===== src/rtl/pfs_pkg.sv =====
// Shared constants and carrier types for the port A/B pin function select
package pfs_pkg;

    // Number of pins handled by the selector
    localparam int NUM_PINS = 11;

    // Pin positions inside the pin vectors
    localparam int PIN_PB2 = 0;
    localparam int PIN_PB3 = 1;
    localparam int PIN_PA0 = 2;
    localparam int PIN_PA1 = 3;
    localparam int PIN_PA2 = 4;
    localparam int PIN_PA3 = 5;
    localparam int PIN_PA4 = 6;
    localparam int PIN_PA5 = 7;
    localparam int PIN_PA6 = 8;
    localparam int PIN_PA7 = 9;
    localparam int PIN_P60 = 10;

    // Pad state after reset: strobes idle high and driven, PA7 clock driven, rest inputs
    localparam logic [10:0] PAD_OE_RST = 11'h3e0;
    localparam logic [10:0] PAD_OUT_RST = 11'h1e0;

    // Pins whose output bypasses the pad register (clock out)
    localparam logic [10:0] PAD_BYPASS = 11'h200;

    // Clock output select codes
    localparam logic CLK_SEL_SRC_A = 1'b0;
    localparam logic CLK_SEL_SRC_B = 1'b1;

    // Enables from the bus controller, serial and function control logic
    typedef struct packed {
        logic serial_ch4_tx_out_en;
        logic addr_hold_out_en;
        logic bus_status_setb_out_en;
        logic addr_strobe_out_en;
        logic external_expansion_enable;
        logic upper_byte_strobe_en;
        logic high_write_strobe_en;
        logic high_write_strobe_out_en;
        logic byte_sram_access;
        logic bus_release_enable;
        logic wait_input_enable;
        logic bus_ack_out_en;
        logic byte_sram_select;
        logic read_write_out_en;
        logic bus_status_seta_out_en;
        logic bus_request_out_en;
        logic chip_select_three_en;
        logic chip_select_seven_seta_en;
        logic chip_select_two_seta_en;
        logic chip_select_six_seta_en;
    } pfs_enable_s;

    // Output levels produced by the on-chip modules
    typedef struct packed {
        logic serial_ch4_transmit;
        logic addr_hold;
        logic bus_status_setb;
        logic addr_strobe;
        logic read_strobe;
        logic upper_byte_strobe;
        logic high_write_strobe;
        logic lower_byte_strobe;
        logic low_write_strobe;
        logic bus_ack;
        logic read_write;
        logic bus_status_seta;
        logic bus_request_out;
        logic chip_select_three;
        logic chip_select_seven_seta;
        logic chip_select_two_seta;
        logic chip_select_six_seta;
    } pfs_signal_s;

endpackage : pfs_pkg


===== src/rtl/pfs_pad_stage.sv =====
// Output stage of one pin: registered level and driver enable
module pfs_pad_stage
    import pfs_pkg::*;
#(
    parameter logic INIT_OE = 1'b0,
    parameter logic INIT_OUT = 1'b0,
    parameter logic BYPASS = 1'b0
) (
    // Clock and reset
    input wire logic clk,
    input wire logic arst_n,
    // Selected function
    input wire logic sel_out,
    input wire logic sel_oe,
    // Pad side
    output logic pad_out,
    output logic pad_oe
);

    logic out_q;
    logic oe_q;
    logic next_out;
    logic next_oe;

    // Next pad state is simply the selected function
    always_comb begin
        next_out = sel_out;
        next_oe = sel_oe;
    end

    // Register so the pad sees no mux glitches, except on the level of a bypass pin
    always_ff @(posedge clk or negedge arst_n) begin
        if (!arst_n) begin
            out_q <= INIT_OUT;
            oe_q <= INIT_OE;
        end else begin
            out_q <= next_out;
            oe_q <= next_oe;
        end
    end

    // A clock output cannot pass a flop of the same clock intact
    assign pad_out = BYPASS ? sel_out : out_q;
    assign pad_oe = oe_q;

endmodule : pfs_pad_stage


===== src/rtl/pfs_pin_select.sv =====
// Pin function selector for P60, port A and port B bits 3 and 2
//
// Notes on behaviour
// - P60 sends serial data when enabled, else follows its direction.
// - PA7 drives the system clock when its direction is 1, else input.
// - The clock on PA7 follows the clock output select bit.
// - PA6: address hold, bus status B, address strobe, then port.
// - PA5 drives the read strobe under expansion, ignoring direction.
// - PA4 strobe: upper byte in byte SRAM or out enable, else write.
// - PA4 with both strobe enables clear follows its direction bit.
// - PA3 under expansion drives lower byte strobe in byte SRAM, else low write strobe.
// - PA2 is bus request input, then wait input, then a port pin.
// - PA1 drives acknowledge, then read/write, then follows direction.
// - PA0 drives bus status A, then request out, then follows direction.
// - PB3 drives chip select 3 or 7 set A when enabled, else port.
// - PB2 drives chip select 2 or 6 set A when enabled, else port.
module pfs_pin_select
    import pfs_pkg::*;
(
    // Clock and reset
    input wire logic CLOCK_I,
    input wire logic ARST_N_I,
    // Function enables and module outputs
    input wire pfs_enable_s ENABLE_I,
    input wire pfs_signal_s SIGNAL_I,
    // Port direction bits, one per pin
    input wire logic [NUM_PINS-1:0] DIRECTION_I,
    // Port output data bits, one per pin
    input wire logic [NUM_PINS-1:0] PORT_DATA_I,
    // Clock output sources and select
    input wire logic CLK_SRC_A_I,
    input wire logic CLK_SRC_B_I,
    input wire logic CLOCK_OUT_SELECT_BIT_I,
    // Pad side
    input wire logic [NUM_PINS-1:0] PIN_IN_I,
    output logic [NUM_PINS-1:0] PIN_OUT_O,
    output logic [NUM_PINS-1:0] PIN_OE_O,
    // Input paths
    output logic [NUM_PINS-1:0] PORT_IN_O,
    output logic BUS_REQUEST_IN_O,
    output logic WAIT_IN_O
);

    logic [NUM_PINS-1:0] sel_out;
    logic [NUM_PINS-1:0] sel_oe;
    logic clock_out;
    logic [NUM_PINS-1:0] in_q;
    logic [NUM_PINS-1:0] next_in;
    logic bus_req_q;
    logic wait_q;
    logic next_bus_req;
    logic next_wait;

    // Clock source choice for the clock output pin
    always_comb begin
        if (CLOCK_OUT_SELECT_BIT_I == CLK_SEL_SRC_B) begin
            clock_out = CLK_SRC_B_I;
        end else begin
            clock_out = CLK_SRC_A_I;
        end
    end

    // Function priority per pin; ports default to port output or input
    always_comb begin
        // Port fallback: drive when direction is 1, else driver off
        sel_out = PORT_DATA_I;
        sel_oe = DIRECTION_I;

        // P60: serial transmit above the port
        if (ENABLE_I.serial_ch4_tx_out_en) begin
            sel_out[PIN_P60] = SIGNAL_I.serial_ch4_transmit;
            sel_oe[PIN_P60] = 1'b1;
        end

        // PA7: clock out or plain input, never port output
        sel_out[PIN_PA7] = clock_out;
        sel_oe[PIN_PA7] = DIRECTION_I[PIN_PA7];

        // PA6: three bus controller functions in fixed order
        if (ENABLE_I.addr_hold_out_en) begin
            sel_out[PIN_PA6] = SIGNAL_I.addr_hold;
            sel_oe[PIN_PA6] = 1'b1;
        end else if (ENABLE_I.bus_status_setb_out_en) begin
            sel_out[PIN_PA6] = SIGNAL_I.bus_status_setb;
            sel_oe[PIN_PA6] = 1'b1;
        end else if (ENABLE_I.addr_strobe_out_en) begin
            sel_out[PIN_PA6] = SIGNAL_I.addr_strobe;
            sel_oe[PIN_PA6] = 1'b1;
        end

        // PA5: read strobe overrides direction
        if (ENABLE_I.external_expansion_enable) begin
            sel_out[PIN_PA5] = SIGNAL_I.read_strobe;
            sel_oe[PIN_PA5] = 1'b1;
        end

        // PA4: byte or write strobe chosen per access
        if (ENABLE_I.upper_byte_strobe_en
                || ENABLE_I.high_write_strobe_en) begin
            sel_oe[PIN_PA4] = 1'b1;
            if (ENABLE_I.byte_sram_access
                    || ENABLE_I.high_write_strobe_out_en) begin
                sel_out[PIN_PA4] = SIGNAL_I.upper_byte_strobe;
            end else begin
                sel_out[PIN_PA4] = SIGNAL_I.high_write_strobe;
            end
        end else begin
            // Both strobe enables clear: plain port pin
            sel_out[PIN_PA4] = PORT_DATA_I[PIN_PA4];
            sel_oe[PIN_PA4] = DIRECTION_I[PIN_PA4];
        end

        // PA3: strobe while the external bus is in use
        if (ENABLE_I.external_expansion_enable) begin
            sel_oe[PIN_PA3] = 1'b1;
            if (ENABLE_I.byte_sram_access) begin
                sel_out[PIN_PA3] = SIGNAL_I.lower_byte_strobe;
            end else begin
                sel_out[PIN_PA3] = SIGNAL_I.low_write_strobe;
            end
        end

        // PA2: both bus functions are inputs, so the driver is off
        if (ENABLE_I.bus_release_enable
                || ENABLE_I.wait_input_enable) begin
            sel_out[PIN_PA2] = 1'b0;
            sel_oe[PIN_PA2] = 1'b0;
        end

        // PA1: acknowledge, then read/write strobe
        if (ENABLE_I.bus_ack_out_en) begin
            sel_out[PIN_PA1] = SIGNAL_I.bus_ack;
            sel_oe[PIN_PA1] = 1'b1;
        end else if (ENABLE_I.byte_sram_select
                || ENABLE_I.read_write_out_en) begin
            sel_out[PIN_PA1] = SIGNAL_I.read_write;
            sel_oe[PIN_PA1] = 1'b1;
        end

        // PA0: bus status A, then bus request out
        if (ENABLE_I.bus_status_seta_out_en) begin
            sel_out[PIN_PA0] = SIGNAL_I.bus_status_seta;
            sel_oe[PIN_PA0] = 1'b1;
        end else if (ENABLE_I.bus_request_out_en) begin
            sel_out[PIN_PA0] = SIGNAL_I.bus_request_out;
            sel_oe[PIN_PA0] = 1'b1;
        end

        // PB3: chip selects; 3 wins if software sets both
        if (ENABLE_I.chip_select_three_en) begin
            sel_out[PIN_PB3] = SIGNAL_I.chip_select_three;
            sel_oe[PIN_PB3] = 1'b1;
        end else if (ENABLE_I.chip_select_seven_seta_en) begin
            sel_out[PIN_PB3] = SIGNAL_I.chip_select_seven_seta;
            sel_oe[PIN_PB3] = 1'b1;
        end

        // PB2: chip selects; 2 wins if software sets both
        if (ENABLE_I.chip_select_two_seta_en) begin
            sel_out[PIN_PB2] = SIGNAL_I.chip_select_two_seta;
            sel_oe[PIN_PB2] = 1'b1;
        end else if (ENABLE_I.chip_select_six_seta_en) begin
            sel_out[PIN_PB2] = SIGNAL_I.chip_select_six_seta;
            sel_oe[PIN_PB2] = 1'b1;
        end
    end

    // One registered output stage per pin
    for (genvar i = 0; i < NUM_PINS; i++) begin : g_pad
        pfs_pad_stage #(
            .INIT_OE(PAD_OE_RST[i]),
            .INIT_OUT(PAD_OUT_RST[i]),
            .BYPASS(PAD_BYPASS[i])
        ) u_pad (
            .clk(CLOCK_I),
            .arst_n(ARST_N_I),
            .sel_out(sel_out[i]),
            .sel_oe(sel_oe[i]),
            .pad_out(PIN_OUT_O[i]),
            .pad_oe(PIN_OE_O[i])
        );
    end

    // Input path: every pin level stays readable in any mode
    always_comb begin
        next_in = PIN_IN_I;
        // Bus request has priority over wait on the shared pin
        next_bus_req = ENABLE_I.bus_release_enable
            & PIN_IN_I[PIN_PA2];
        next_wait = ~ENABLE_I.bus_release_enable
            & ENABLE_I.wait_input_enable & PIN_IN_I[PIN_PA2];
    end

    // Input registers; data outputs come from flops
    always_ff @(posedge CLOCK_I or negedge ARST_N_I) begin
        if (!ARST_N_I) begin
            in_q <= '0;
            bus_req_q <= 1'b0;
            wait_q <= 1'b0;
        end else begin
            in_q <= next_in;
            bus_req_q <= next_bus_req;
            wait_q <= next_wait;
        end
    end

    assign PORT_IN_O = in_q;
    assign BUS_REQUEST_IN_O = bus_req_q;
    assign WAIT_IN_O = wait_q;

endmodule : pfs_pin_select


===== config.mk =====
export PLATFORM = sky130hd
export DESIGN_NAME = pfs_pin_select
export DESIGN_NICKNAME = d
export VERILOG_FILES = /design/src/rtl/pfs_pkg.sv /design/src/rtl/pfs_pad_stage.sv /design/src/rtl/pfs_pin_select.sv
export SDC_FILE = /design/constraint.sdc
export NUM_CORES = 1
export LEC_CHECK = 0
export ABC_AREA = 1
export BUFFER_PORTS_ARGS = -buffer_cell sky130_fd_sc_hd__buf_4
export CAP_MARGIN = 20
export CORE_MARGIN = 1
export CORE_UTILIZATION = 38
export DETAILED_ROUTE_END_ITERATION = 7
export PLACE_DENSITY = 0.78
export RECOVER_POWER = 50
export SYNTH_ARGS = -nofsm -noshare
export SYNTH_HDL_FRONTEND = slang
export SYNTH_SLANG_ARGS = --single-unit

===== constraint.sdc =====
create_clock -name CLOCK_I -period 0.8 [get_ports CLOCK_I]
set_input_delay 0.04 -clock CLOCK_I [delete_from_list [all_inputs] [get_ports CLOCK_I]]
set_output_delay 0.04 -clock CLOCK_I [all_outputs]
set_load 0.05 [all_outputs]

-- Word-level counts from Yosys, hierarchy flattened
Cells that the tools add are included.
W data, S select, Z words.
- muxes and demuxes: 35
- bitwise operators: 4
- reduce and logical (&&, ||, !) cells: 4
- operator list (kind ; number):
    $mux W1 ; 35
    $logic_or A1 B1 Y1 ; 4
    $and A1 B1 Y1 ; 3
    $not A1 Y1 ; 1
- logic and storage cells: 67
- register bits: 34
- bits of input ports: 75
- output and inout bits: 35

-- Logic depth before layout (Yosys ltp)
Gate-level depths: netlist (run 1).
- word-level depth: 3
- mapped depth: 5

-- By module
A second synthesis (run 1) with hierarchy kept.
- cell total of the unflattened synthesis: 116
- area, all modules: 1217.4 sq um
- modules (own cells, without submodules) (module ; area an instance (sq um) ; cells an instance ; instances):
    pfs_pin_select ; 673.1 ; 94 ; 1
    pfs_pad_stage (g_pad[0].u_pad ...) ; 50.0 ; 2 ; 6
    pfs_pad_stage (g_pad[5].u_pad ...) ; 52.6 ; 2 ; 4
    pfs_pad_stage (g_pad[9].u_pad) ; 33.8 ; 2 ; 1

-- Worst setup path before layout (run 1)
No wires, ideal clock.
- kind: register to output
- from: register g_pad[5].u_pad.oe_q
- to: output port PIN_OE_O[5]
- path buffers: 1
- arrival: 672 ps
- setup slack: 88 ps
- stages on the path, launching flop included: 2
- path through: dfstp_2 buf_4
- RTL lines (item ; RTL line ; source):
    start, declared ; pfs_pad_stage.sv:21 ; logic oe_q;
    start signal, assigned ; pfs_pad_stage.sv:38 ; oe_q <= next_oe;
    end, declared ; pfs_pin_select.sv:37 ; output logic [NUM_PINS-1:0] PIN_OE_O,
No word-level cell between the ends.

-- Worst setup path in the final report (run 1)
- from: register g_pad[5].u_pad.oe_q
- to: output port PIN_OE_O[5]
No word-level cell between the ends.

==> impl_results.md, run 1 <==
- Post-DR wirelength/cell: 18.1 um
- Filler cell count in the final layout: between 150 and 200
- Sequential area share after synthesis: 0.627
- H-tree levels: 2
- Number of buffers added by the clock tree synthesis step: 5
- Transition time at the pin with the least slew margin: between 400 and 500 ps
- Critical path buffer and inverter count: 1
- Syn Area/Cell: ~10 um2
- Antenna Violating Nets Remaining: 0
- Net count of the finished layout: around 360
- Critical path type: register to primary output
- Largest cells by area after synthesis: dfrtp_1 45%, dfstp_2 17%, buf_4 12%, nand2_1 7.4%, inv_1 4.6%
- Hold Path Cell Cnt: 4
- Most frequent cells in the layout: 59 x dlygate4sd3_1, 59 x buf_4, 27 x nand2_1
- RSZ-0062 raised after global routing: true
- Final Cycle Share: 1.39
- Crit-path max FO: 1
- Clock tree from TritonCTS: built
- Cell-internal power: between 0.002 and 0.003 W
- Layout cell share with drive strength beyond 1: 0.451
- Cell family with the largest share of critical-path delay: flip-flops
- Growth of design area from synthesis to finish: 111%
- Gate Count Post-Synth: 137
- Power per Cell Area: approximately 1500 mW/mm2
- Worst-case clock buffer depth: 2
- Syn nets: approximately 210
- Post-detailed-routing wire length: approximately 6100 um
- Stages on worst setup path: 1
- Clock transition at the registers of the reported paths: around 110 ps
- Placed instance area: roughly 0.0021 mm2
- Period minus WS final: 1110 ps
- Cell at the root of the clock tree: clkbuf_4
- Vias in the first global route: around 1800
- Total area of multi-input combinational cells: around 300 um2
- Yosys warnings: 0
- DIE HEIGHT: approximately 62 um
- Pre-CTS WS: 74.7 ps
- Detailed Route Iter0 Violations: 96
- Highest clock rate: about 0.9 GHz
- Net switching share of the total power: 0.322
- Critical path endpoint category: primary output
- Post-synthesis instance area: 0.00138 mm2
- Core Area: 0.00339 mm2
- Sum of net half-perimeters after detailed placement: 2450 um
- GRT Residual Overflow: 0
- Vias per std cell: around 4.7
- Peak VDD IR: 1.06 mV
- Required time of the worst setup path: 760 ps
- Final Setup Violations: 35
- Top-level I/O count: between 100 and 150
- Overall die area: around 0.0039 mm2
- Leakage power of the design: ~1.4 nW
- Relative contribution of combinational cells to total power: 0.317
- Biggest area consumer among synthesized cells: dfrtp_1
- Failing checks: negative hold slack, negative setup slack
- Via total after detailed routing: between 1500 and 2000
- Result of the run: finished, violations left
- Number of different library cells in the post-synthesis netlist: 14
- Number of port buffers: 108
- Wire length of the first global-routing pass: 8980 um
- Final weighted congestion in routability-driven placement: about 0.8
- Fin. max-slew vios: 0
- FF+latch area: ~860 um2
- Number of max-cap violations: 0
- Number of synthesized register bits: 34
- Final hold violation count: 1
- Sequential Power Share: 0.440
- Non-Filler Cell Area, Final: slightly below 0.003 mm2
- Post-Route Hold Slack: -87.1 ps
- Largest net degree at the start of global routing: 35
- Initial DRT Pass Iterations: 4
- Global routing usage summed across all routing layers: 0.319
- Data arrival time of the worst path: ~1100 ps
- Path category of the worst min-delay check: input pin to register
- Relative slew slack: 0.695
- Startpoint type of the worst setup path: register
- Setup TNS: -6100 ps
- Remaining DRCs: 0
- Crit-path slowest cell: dfstp_2
- Count of standard-cell rows: 21
- Part of the total power dissipated in the clock network: 0.243
- Crit-path max cell delay: approximately 580 ps
- Clk sink count: 34
- DIE WIDTH: just over 60 um
- Share of the synthesized area in the top cell type: 0.455
- Final setup slack of the worst path: -309 ps
- Initial antenna violation count: 2
- Cells along the critical path: buf_8
- Starting utilization of the core area: 0.406
- Switching power: between 0.001 and 0.0015 W
[per-stage QoR]
stage / power, W / cells / utilization
2_1_floorplan: 0.00246 / 137 / -
3_3_place_gp: 0.00286 / 269 / 0.613
3_5_place_dp: 0.00288 / 269 / 0.613
4_1_cts: 0.00422 / 336 / 0.853
5_1_grt: 0.00447 / 335 / 0.855
6_report: 0.00433 / 336 / 0.856
[cell families (layout without fill, tap and decap cells)]
| family | after synthesis | after routing | share of synthesized area |
|---|---|---|---|
| AO/OA/AOI/OAI | 12 | 12 | 0.0473 |
| other | 0 | 2 | 0 |
| flip-flops | 34 | 34 | 0.627 |
| AND/OR/NAND/NOR | 52 | 52 | 0.159 |
| buffers and inverters | 39 | 190 | 0.167 |
[final timing paths]
| kind | startpoint | end | slack [ps] |
|---|---|---|---|
| min in group asynchronous | ARST_N_I | PORT_IN_O[10]$_DFF_PN0_ | 180 |
| setup / recovery | g_pad[5].u_pad.pad_oe$_DFF_PN1_ | PIN_OE_O[5] | -310 |
| hold / removal | ENABLE_I[13] | g_pad[6].u_pad.pad_out$_DFF_PN1_ | -90 |
| max in group asynchronous | ARST_N_I | g_pad[6].u_pad.pad_out$_DFF_PN1_ | 250 |
[cell usage after synthesis]
cell type  number
or2_1           1
a21oi_1         6
nand2_1        27
nor3b_1         2
nor2_2          1
o21bai_1        2
buf_4          22
nor2_1         15
or2_2           3
nand3_1         3
dfstp_2         9
dfrtp_1        25
inv_1          17
o21ai_0         4
[power by group through the flow]
stage          clock network, W  logic (W)  registers, W
5_1_grt                 0.00113    0.00143       0.00191
2_1_floorplan                 0   0.000455       0.00201
3_3_place_gp                  0   0.000973       0.00189
6_report                0.00105    0.00137       0.00190
4_1_cts                 0.00103    0.00130       0.00189
3_5_place_dp                  0   0.000984       0.00189
[layout make-up]
cell class,instances,share of cell area
sequential,34,0.297
antenna,2,0.00173
multi-input combinational,64,0.105
clock inverter,2,0.00431
inverter,17,0.0220
timing repair buffer,165,0.532
tap,46,0.0198
clock buffer,6,0.0177
[what timing repair did]
action / 4_1_cts / 5_1_grt
endpoints found under the hold margin: 68 / 1
hold buffers: 59 / 1
gates cloned: 0 / 0
buffers inserted: 0 / 1
endpoints found under the setup margin: 34 / 38
pin swaps: 0 / 3
gates resized for setup: 42 / 7
[state kept, by name (all words and copies together), names as in the netlist]
| name | count |
|---|---|
| g_pad.u_pad.pad_oe | 11 |
| BUS_REQUEST_IN_O | 1 |
| g_pad.u_pad.pad_out | 10 |
| WAIT_IN_O | 1 |
| PORT_IN_O | 11 |
[metal layers]
metal | share of wire | global-route usage | wire [um] | vias to the layer above
li1 | - | - | - | 694
met1 | 0.35 | 0.314 | 2140 | 722
met2 | 0.50 | 0.565 | 3030 | 124
met3 | 0.081 | 0.0938 | 495 | 42
met4 | 0.068 | 0.235 | 412 | 0
met5 | 0 | 0 | 0 | -
No activity file was read; power rests on OpenSTA's default activity.
==> run 2: changes to the inputs <==
--- a/config.mk
+++ b/config.mk
@@ -8,10 +8,11 @@
 export ABC_AREA = 1
 export BUFFER_PORTS_ARGS = -buffer_cell sky130_fd_sc_hd__buf_4
 export CAP_MARGIN = 20
+export CORE_ASPECT_RATIO = 1.75
 export CORE_MARGIN = 1
-export CORE_UTILIZATION = 38
+export CORE_UTILIZATION = 35
 export DETAILED_ROUTE_END_ITERATION = 7
-export PLACE_DENSITY = 0.78
+export PLACE_DENSITY = 0.76
 export RECOVER_POWER = 50
 export SYNTH_ARGS = -nofsm -noshare
 export SYNTH_HDL_FRONTEND = slang
==> constraint.sdc (replaced) <==
create_clock -name CLOCK_I -period 1 [get_ports CLOCK_I]
set_input_delay 0.05 -clock CLOCK_I [delete_from_list [all_inputs] [get_ports CLOCK_I]]
set_output_delay 0.05 -clock CLOCK_I [all_outputs]
set_load 0.05 [all_outputs]
==> run 2 against run 1 <==
  * Non-clock buffer count down 10
  * Largest cell class unchanged
  * Total power down 16%
  * Largest power group unchanged
  * Highest routed layer unchanged
  * Critical path type unchanged
  * Worst setup slack better by 290 ps
  * Cell count down 3.6%
  * The run ends with negative setup slack left
==> impl_results.md, run 2 (synthesis results as in run 1) <==
- Result of the run: finished, violations left
- Failing checks: negative setup slack
- Period minus WS final: slightly above 1000 ps
- Crit-path max cell delay: 550 ps (-30 ps)
- Vias in the first global route: 1480 (-19%)
- Starting utilization of the core area: 0.372 (-0.0341)
- Number of max-cap violations: 0 (unchanged)
- Post-DR wirelength/cell: 12.0 um (-34%)
- Path category of the worst min-delay check: input pin to register
- Number of port buffers: 108 (unchanged)
- Antenna Violating Nets Remaining: 0 (unchanged)
- Crit-path slowest cell: dfstp_2
- Clk sink count: 34 (unchanged)
- Via total after detailed routing: 1356 (-14%)
- Placed instance area: 0.00208 mm2 (unchanged)
- Cell family with the largest share of critical-path delay: flip-flops
- Non-Filler Cell Area, Final: 0.00272 mm2 (-6.3%)
- Global routing usage summed across all routing layers: 0.199 (-0.120)
- Data arrival time of the worst path: 970 ps (-100 ps)
- Remaining DRCs: 0 (unchanged)
- Number of placed instances with taps included: 269 (unchanged)
- Post-detailed-routing wire length: 3880 um (-36%)
- Fin. max-slew vios: 0 (unchanged)
- Critical path endpoint category: primary output
- Detailed Route Iter0 Violations: 14 (-85%)
- Top-level I/O count: 110 (unchanged)
- Buffer count from post-CTS setup fixing: 0 (unchanged)
- Leakage power of the design: 1.39 nW (-3.6%)
- GRT Residual Overflow: 0 (unchanged)
- DIE HEIGHT: 84.9 um (+37%)
- Clock tree from TritonCTS: built
- Core Area: 0.00370 mm2 (+9.2%)
- H-tree levels: 2 (unchanged)
- Power per Cell Area: 1340 mW/mm2 (-9.9%)
- Initial DRT Pass Iterations: 4 (unchanged)
- Critical path type: register to primary output
- Relative slew slack: 0.512 (-0.183)
- Peak VDD IR: 1.19 mV (+12%)
- Final Setup Violations: 4 (-89%)
- Critical path buffer and inverter count: 1 (unchanged)
- Final weighted congestion in routability-driven placement: 0.809 (-1.4%)
- Overall die area: 0.00419 mm2 (+8.5%)
- Vias per std cell: 4.19 (-11%)
- Layout cell share with drive strength beyond 1: 0.460 (+0.00904)
- Clock transition at the registers of the reported paths: 60 ps (-50 ps)
- Most common library cell in the layout ignoring fill and taps: buf_4
- Required time of the worst setup path: 950 ps (+190 ps)
- Layout Cells excl Fill: 324 (-3.6%)
- Sum of net half-perimeters after detailed placement: 2370 um (-3.2%)
- DIE WIDTH: 49.4 um (-21%)
- Transition time at the pin with the least slew margin: 732 ps (+274 ps)
- Diodes inserted: 0 (-2)
- Worst-case clock buffer depth: 2 (unchanged)
- Cells along the critical path: buf_8
- RSZ-0062 raised after global routing: true
- Largest net degree at the start of global routing: 35 (unchanged)
- Setup TNS: -29.5 ps (+6070 ps)
- Number of buffers added by the clock tree synthesis step: 5 (unchanged)
- Final hold violation count: 0 (-1)
- Most frequent cells in the layout: 85 x buf_4, 47 x dlygate4sd3_1, 27 x nand2_1
- Highest clock rate: between 0.9 and 1 GHz
- Count of standard-cell rows: 29 (+38%)
- Final Cycle Share: 1.02
- Growth of design area from synthesis to finish: 97.5%
- Wire length of the first global-routing pass: 6090 um (-32%)
- Net count of the finished layout: 352 (-2.8%)
- Startpoint type of the worst setup path: register
- Cell at the root of the clock tree: clkbuf_8
- Final setup slack of the worst path: -21.6 ps (+288 ps)
- Crit-path max FO: 1 (unchanged)
- Initial antenna violation count: 0 (-2)
run 2: cell count changes in the layout (fill, tap and decap cells not counted), sizes merged:
cell / before / now
diode: 2 / 0
buf: 93 / 95
clkinvlp: 1 / 0
bufinv: 0 / 1
clkbuf: 19 / 18
clkinv: 1 / 2
dlygate4sd3: 59 / 47
run 2: report_power, final:
part           switching, W  internal, W  total [W]
Clock              0.000452     0.000732    0.00118
Combinational      0.000494     0.000471   0.000965
Sequential        0.0000316      0.00147    0.00150
Total              0.000977      0.00267    0.00365
run 2: per-stage QoR:
step / hold slack, ps / utilization / setup slack, ps / power (W)
5_1_grt: 23.7 / 0.734 / -37.7 / 0.00381
3_3_place_gp: 11.5 / 0.562 / 270 / 0.00228
3_5_place_dp: 16.2 / 0.562 / 259 / 0.00230
4_1_cts: 5.97 / 0.736 / -19.6 / 0.00369
6_report: 20.6 / 0.734 / -21.6 / 0.00365
2_1_floorplan: -246 / - / 278 / 0.00197
run 2: timing repair:
| item | 4_1_cts | 5_1_grt |
|---|---|---|
| hold endpoints to repair | 56 | 0 |
| hold buffers | 47 | 0 |
| gates resized for setup | 18 | 0 |
| endpoints found under the setup margin | 9 | 9 |
run 2: worst paths after layout:
path | start | slack, ps | end | cells past startpoint
min in group asynchronous | ARST_N_I | 370 | PORT_IN_O[5]$_DFF_PN0_ | 2
worst min-delay path | ENABLE_I[12] | 20 | g_pad[6].u_pad.pad_out$_DFF_PN1_ | 4
max in group asynchronous | ARST_N_I | 150 | PORT_IN_O[1]$_DFF_PN0_ | 2
worst max-delay path | g_pad[7].u_pad.pad_out$_DFF_PN1_ | -20 | PIN_OUT_O[7] | 1
run 2: routing by layer:
layer,global-route usage,wire length (um)
met1,0.148,1150
met2,0.426,2430
met3,0.0520,210
met4,0.0961,95
met5,0,0
run 2: final cells by class:
cell class,count,area [um2]
inverter,17,63.8
multi-input combinational,64,284
clock inverter,3,40.0
timing repair buffer,155,1340
clock buffer,5,68.8
fill,281,985
tap,46,57.6
sequential,34,862
==> run 3: changes to the inputs <==
==> constraint.sdc (replaced) <==
create_clock -name CLOCK_I -period 0.8 [get_ports CLOCK_I]
set_input_delay 0.04 -clock CLOCK_I [delete_from_list [all_inputs] [get_ports CLOCK_I]]
set_output_delay 0.04 -clock CLOCK_I [all_outputs]
set_load 0.01 [all_outputs]
==> run 3 against run 2 <==
  * The run still ends with negative setup slack left
  * Non-clock buffer count fell by 2
  * Clock power rose by 25%
  * Sequential power rose by 25%
  * Total power rose by 17%
  * Critical path type unchanged
  * Largest cell class unchanged
==> impl_results.md, run 3 (synthesis results as in run 1) <==
- Most common library cell in the layout ignoring fill and taps: buf_4
- Top-level I/O count: 110 (unchanged)
- Most frequent cells in the layout: 59 x buf_4, 45 x dlygate4sd3_1, 34 x buf_6
- Number of max-cap violations: 0 (unchanged)
- Final Cycle Share: 1.19
- Antenna Violating Nets Remaining: 0 (unchanged)
- RSZ-0062 raised after global routing: true
- Final weighted congestion in routability-driven placement: 0.803 (-0.73%)
- Crit-path slowest cell: dfstp_2
- Launch point of the worst path: g_pad[7].u_pad.pad_out$_DFF_PN1_
- Clock tree from TritonCTS: built
- Leakage power of the design: 1.41 nW (+1.5%)
- Crit-path max cell delay: 540 ps (about the same)
- Number of port buffers: 108 (unchanged)
- Stages on worst setup path: 1 (unchanged)
- Diodes inserted: 0 (unchanged)
- Vias in the first global route: 1466 (-0.95%)
- Data arrival time of the worst path: 910 ps (-60 ps)
- Peak VDD IR: 1.48 mV (+25%)
- GRT Residual Overflow: 0 (unchanged)
- DIE WIDTH: 49.4 um (unchanged)
- Count of standard-cell rows: 29 (unchanged)
- Cells along the critical path: buf_6
- Failing checks: negative setup slack
- Fin. max-slew vios: 0 (unchanged)
- Worst-case clock buffer depth: 2 (unchanged)
- Result of the run: finished, violations left
- Post-DR wirelength/cell: 12.4 um (+3.2%)
- Worst hold path startpoint: SIGNAL_I[1]
- Initial antenna violation count: 0 (unchanged)
- Critical path endpoint category: primary output
- Required time of the worst setup path: 760 ps (-190 ps)
- Vias per std cell: 4.30 (+2.6%)
- Growth of design area from synthesis to finish: 103%
- Starting utilization of the core area: 0.372 (unchanged)
- Power per Cell Area: 1530 mW/mm2 (+14%)
- Clock transition at the registers of the reported paths: 70 ps (about the same)
- Global routing usage summed across all routing layers: 0.202 (+0.00313)
- Largest net degree at the start of global routing: 35 (unchanged)
- Wire length of the first global-routing pass: 6200 um (+1.8%)
- Core Area: 0.00370 mm2 (unchanged)
- Overall die area: 0.00419 mm2 (unchanged)
- Via total after detailed routing: 1383 (+2.0%)
- Path category of the worst min-delay check: input pin to register
- Sum of net half-perimeters after detailed placement: 2400 um (+1.3%)
- Total chip power: 0.00427 W (+17%)
- Layout Cells excl Fill: 322 (-0.62%)
- Remaining DRCs: 0 (unchanged)
- Final setup slack of the worst path: -150 ps (-128 ps)
- Hold Path Cell Cnt: 3 (-1)
- Post-detailed-routing wire length: 3980 um (+2.5%)
- Number of placed instances with taps included: 269 (unchanged)
- Initial DRT Pass Iterations: 4 (unchanged)
- Transition time at the pin with the least slew margin: 443 ps (-289 ps)
- Highest clock rate: about 1.1 GHz
- Number of buffers added by the clock tree synthesis step: 5 (unchanged)
- Detailed Route Iter0 Violations: 12 (-2)
- Cell family with the largest share of critical-path delay: flip-flops
- Cell at the root of the clock tree: clkbuf_8
- Period minus WS final: around 950 ps
- Critical path type: register to primary output
- Critical path buffer and inverter count: 1 (unchanged)
- Final hold violation count: 0 (unchanged)
- Post-route core utilization: 0.753 (+0.0189)
- H-tree levels: 2 (unchanged)
- Net count of the finished layout: 350 (-0.57%)
- Relative slew slack: 0.705 (+0.193)
- Clk sink count: 34 (unchanged)
- Layout cell share with drive strength beyond 1: 0.482 (+0.0215)
- Crit-path max FO: 1 (unchanged)
- Startpoint type of the worst setup path: register
- Pre-CTS WS: 151 ps (-108 ps)
- Final Setup Violations: 26 (+22)
- DIE HEIGHT: 84.9 um (unchanged)
run 3: cell count changes in the layout (fill, tap and decap cells not counted), moves of 2 or more:
cell,before,now
a21oi_1,6,1
a21oi_2,0,5
buf_4,85,59
buf_6,0,34
buf_8,9,0
dlygate4sd3_1,47,45
run 3: final timing paths:
kind | to | slack [ps]
setup / recovery | PIN_OUT_O[7] | -150
hold / removal | g_pad[0].u_pad.pad_out$_DFF_PN0_ | 20
max in group asynchronous | g_pad[9].u_pad.pad_oe$_DFF_PN1_ | 170
min in group asynchronous | PORT_IN_O[7]$_DFF_PN0_ | 280
run 3: cell type report:
cell class,instances,area [um2]
repair buffers,153,1390
multi-input cells,64,308
well taps,46,57.6
inverters,17,63.8
flip-flops and latches,34,862
clock buffers,5,68.8
fillers,259,915
clock inverters,3,40.0
run 3: power breakdown:
part	switching, W	total [W]	internal, W
registers	0.0000448	0.00188	0.00184
clock network	0.000563	0.00148	0.000915
logic	0.000310	0.000909	0.000599
total	0.000918	0.00427	0.00335
run 3: what timing repair did:
action,CTS,global route
gates resized for setup,34,8
pin swaps,0,3
setup buffers,0,0
endpoints found under the setup margin,34,42
hold buffers,45,2
endpoints found under the hold margin,56,2
run 3: metrics by stage:
| stage | hold WS (ps) | TNS [ps] | cell area, um2 |
|---|---|---|---|
| global placement | 1.40 | 0 | 2080 |
| finish | 17.9 | -1450 | 2790 |
| global route | 12.7 | -2540 | 2790 |
| detailed placement | 4.28 | 0 | 2080 |
| floorplan | -256 | 0 | 1380 |
| CTS | 6.04 | -1790 | 2770 |
run 3: per-layer routing:
layer / wire, um / GRT usage / up-vias
li1: - / - / 665
met1: 1070 / 0.161 / 631
met2: 2540 / 0.420 / 71
met3: 207 / 0.0502 / 16
met4: 161 / 0.104 / 0
met5: 0 / 0 / -
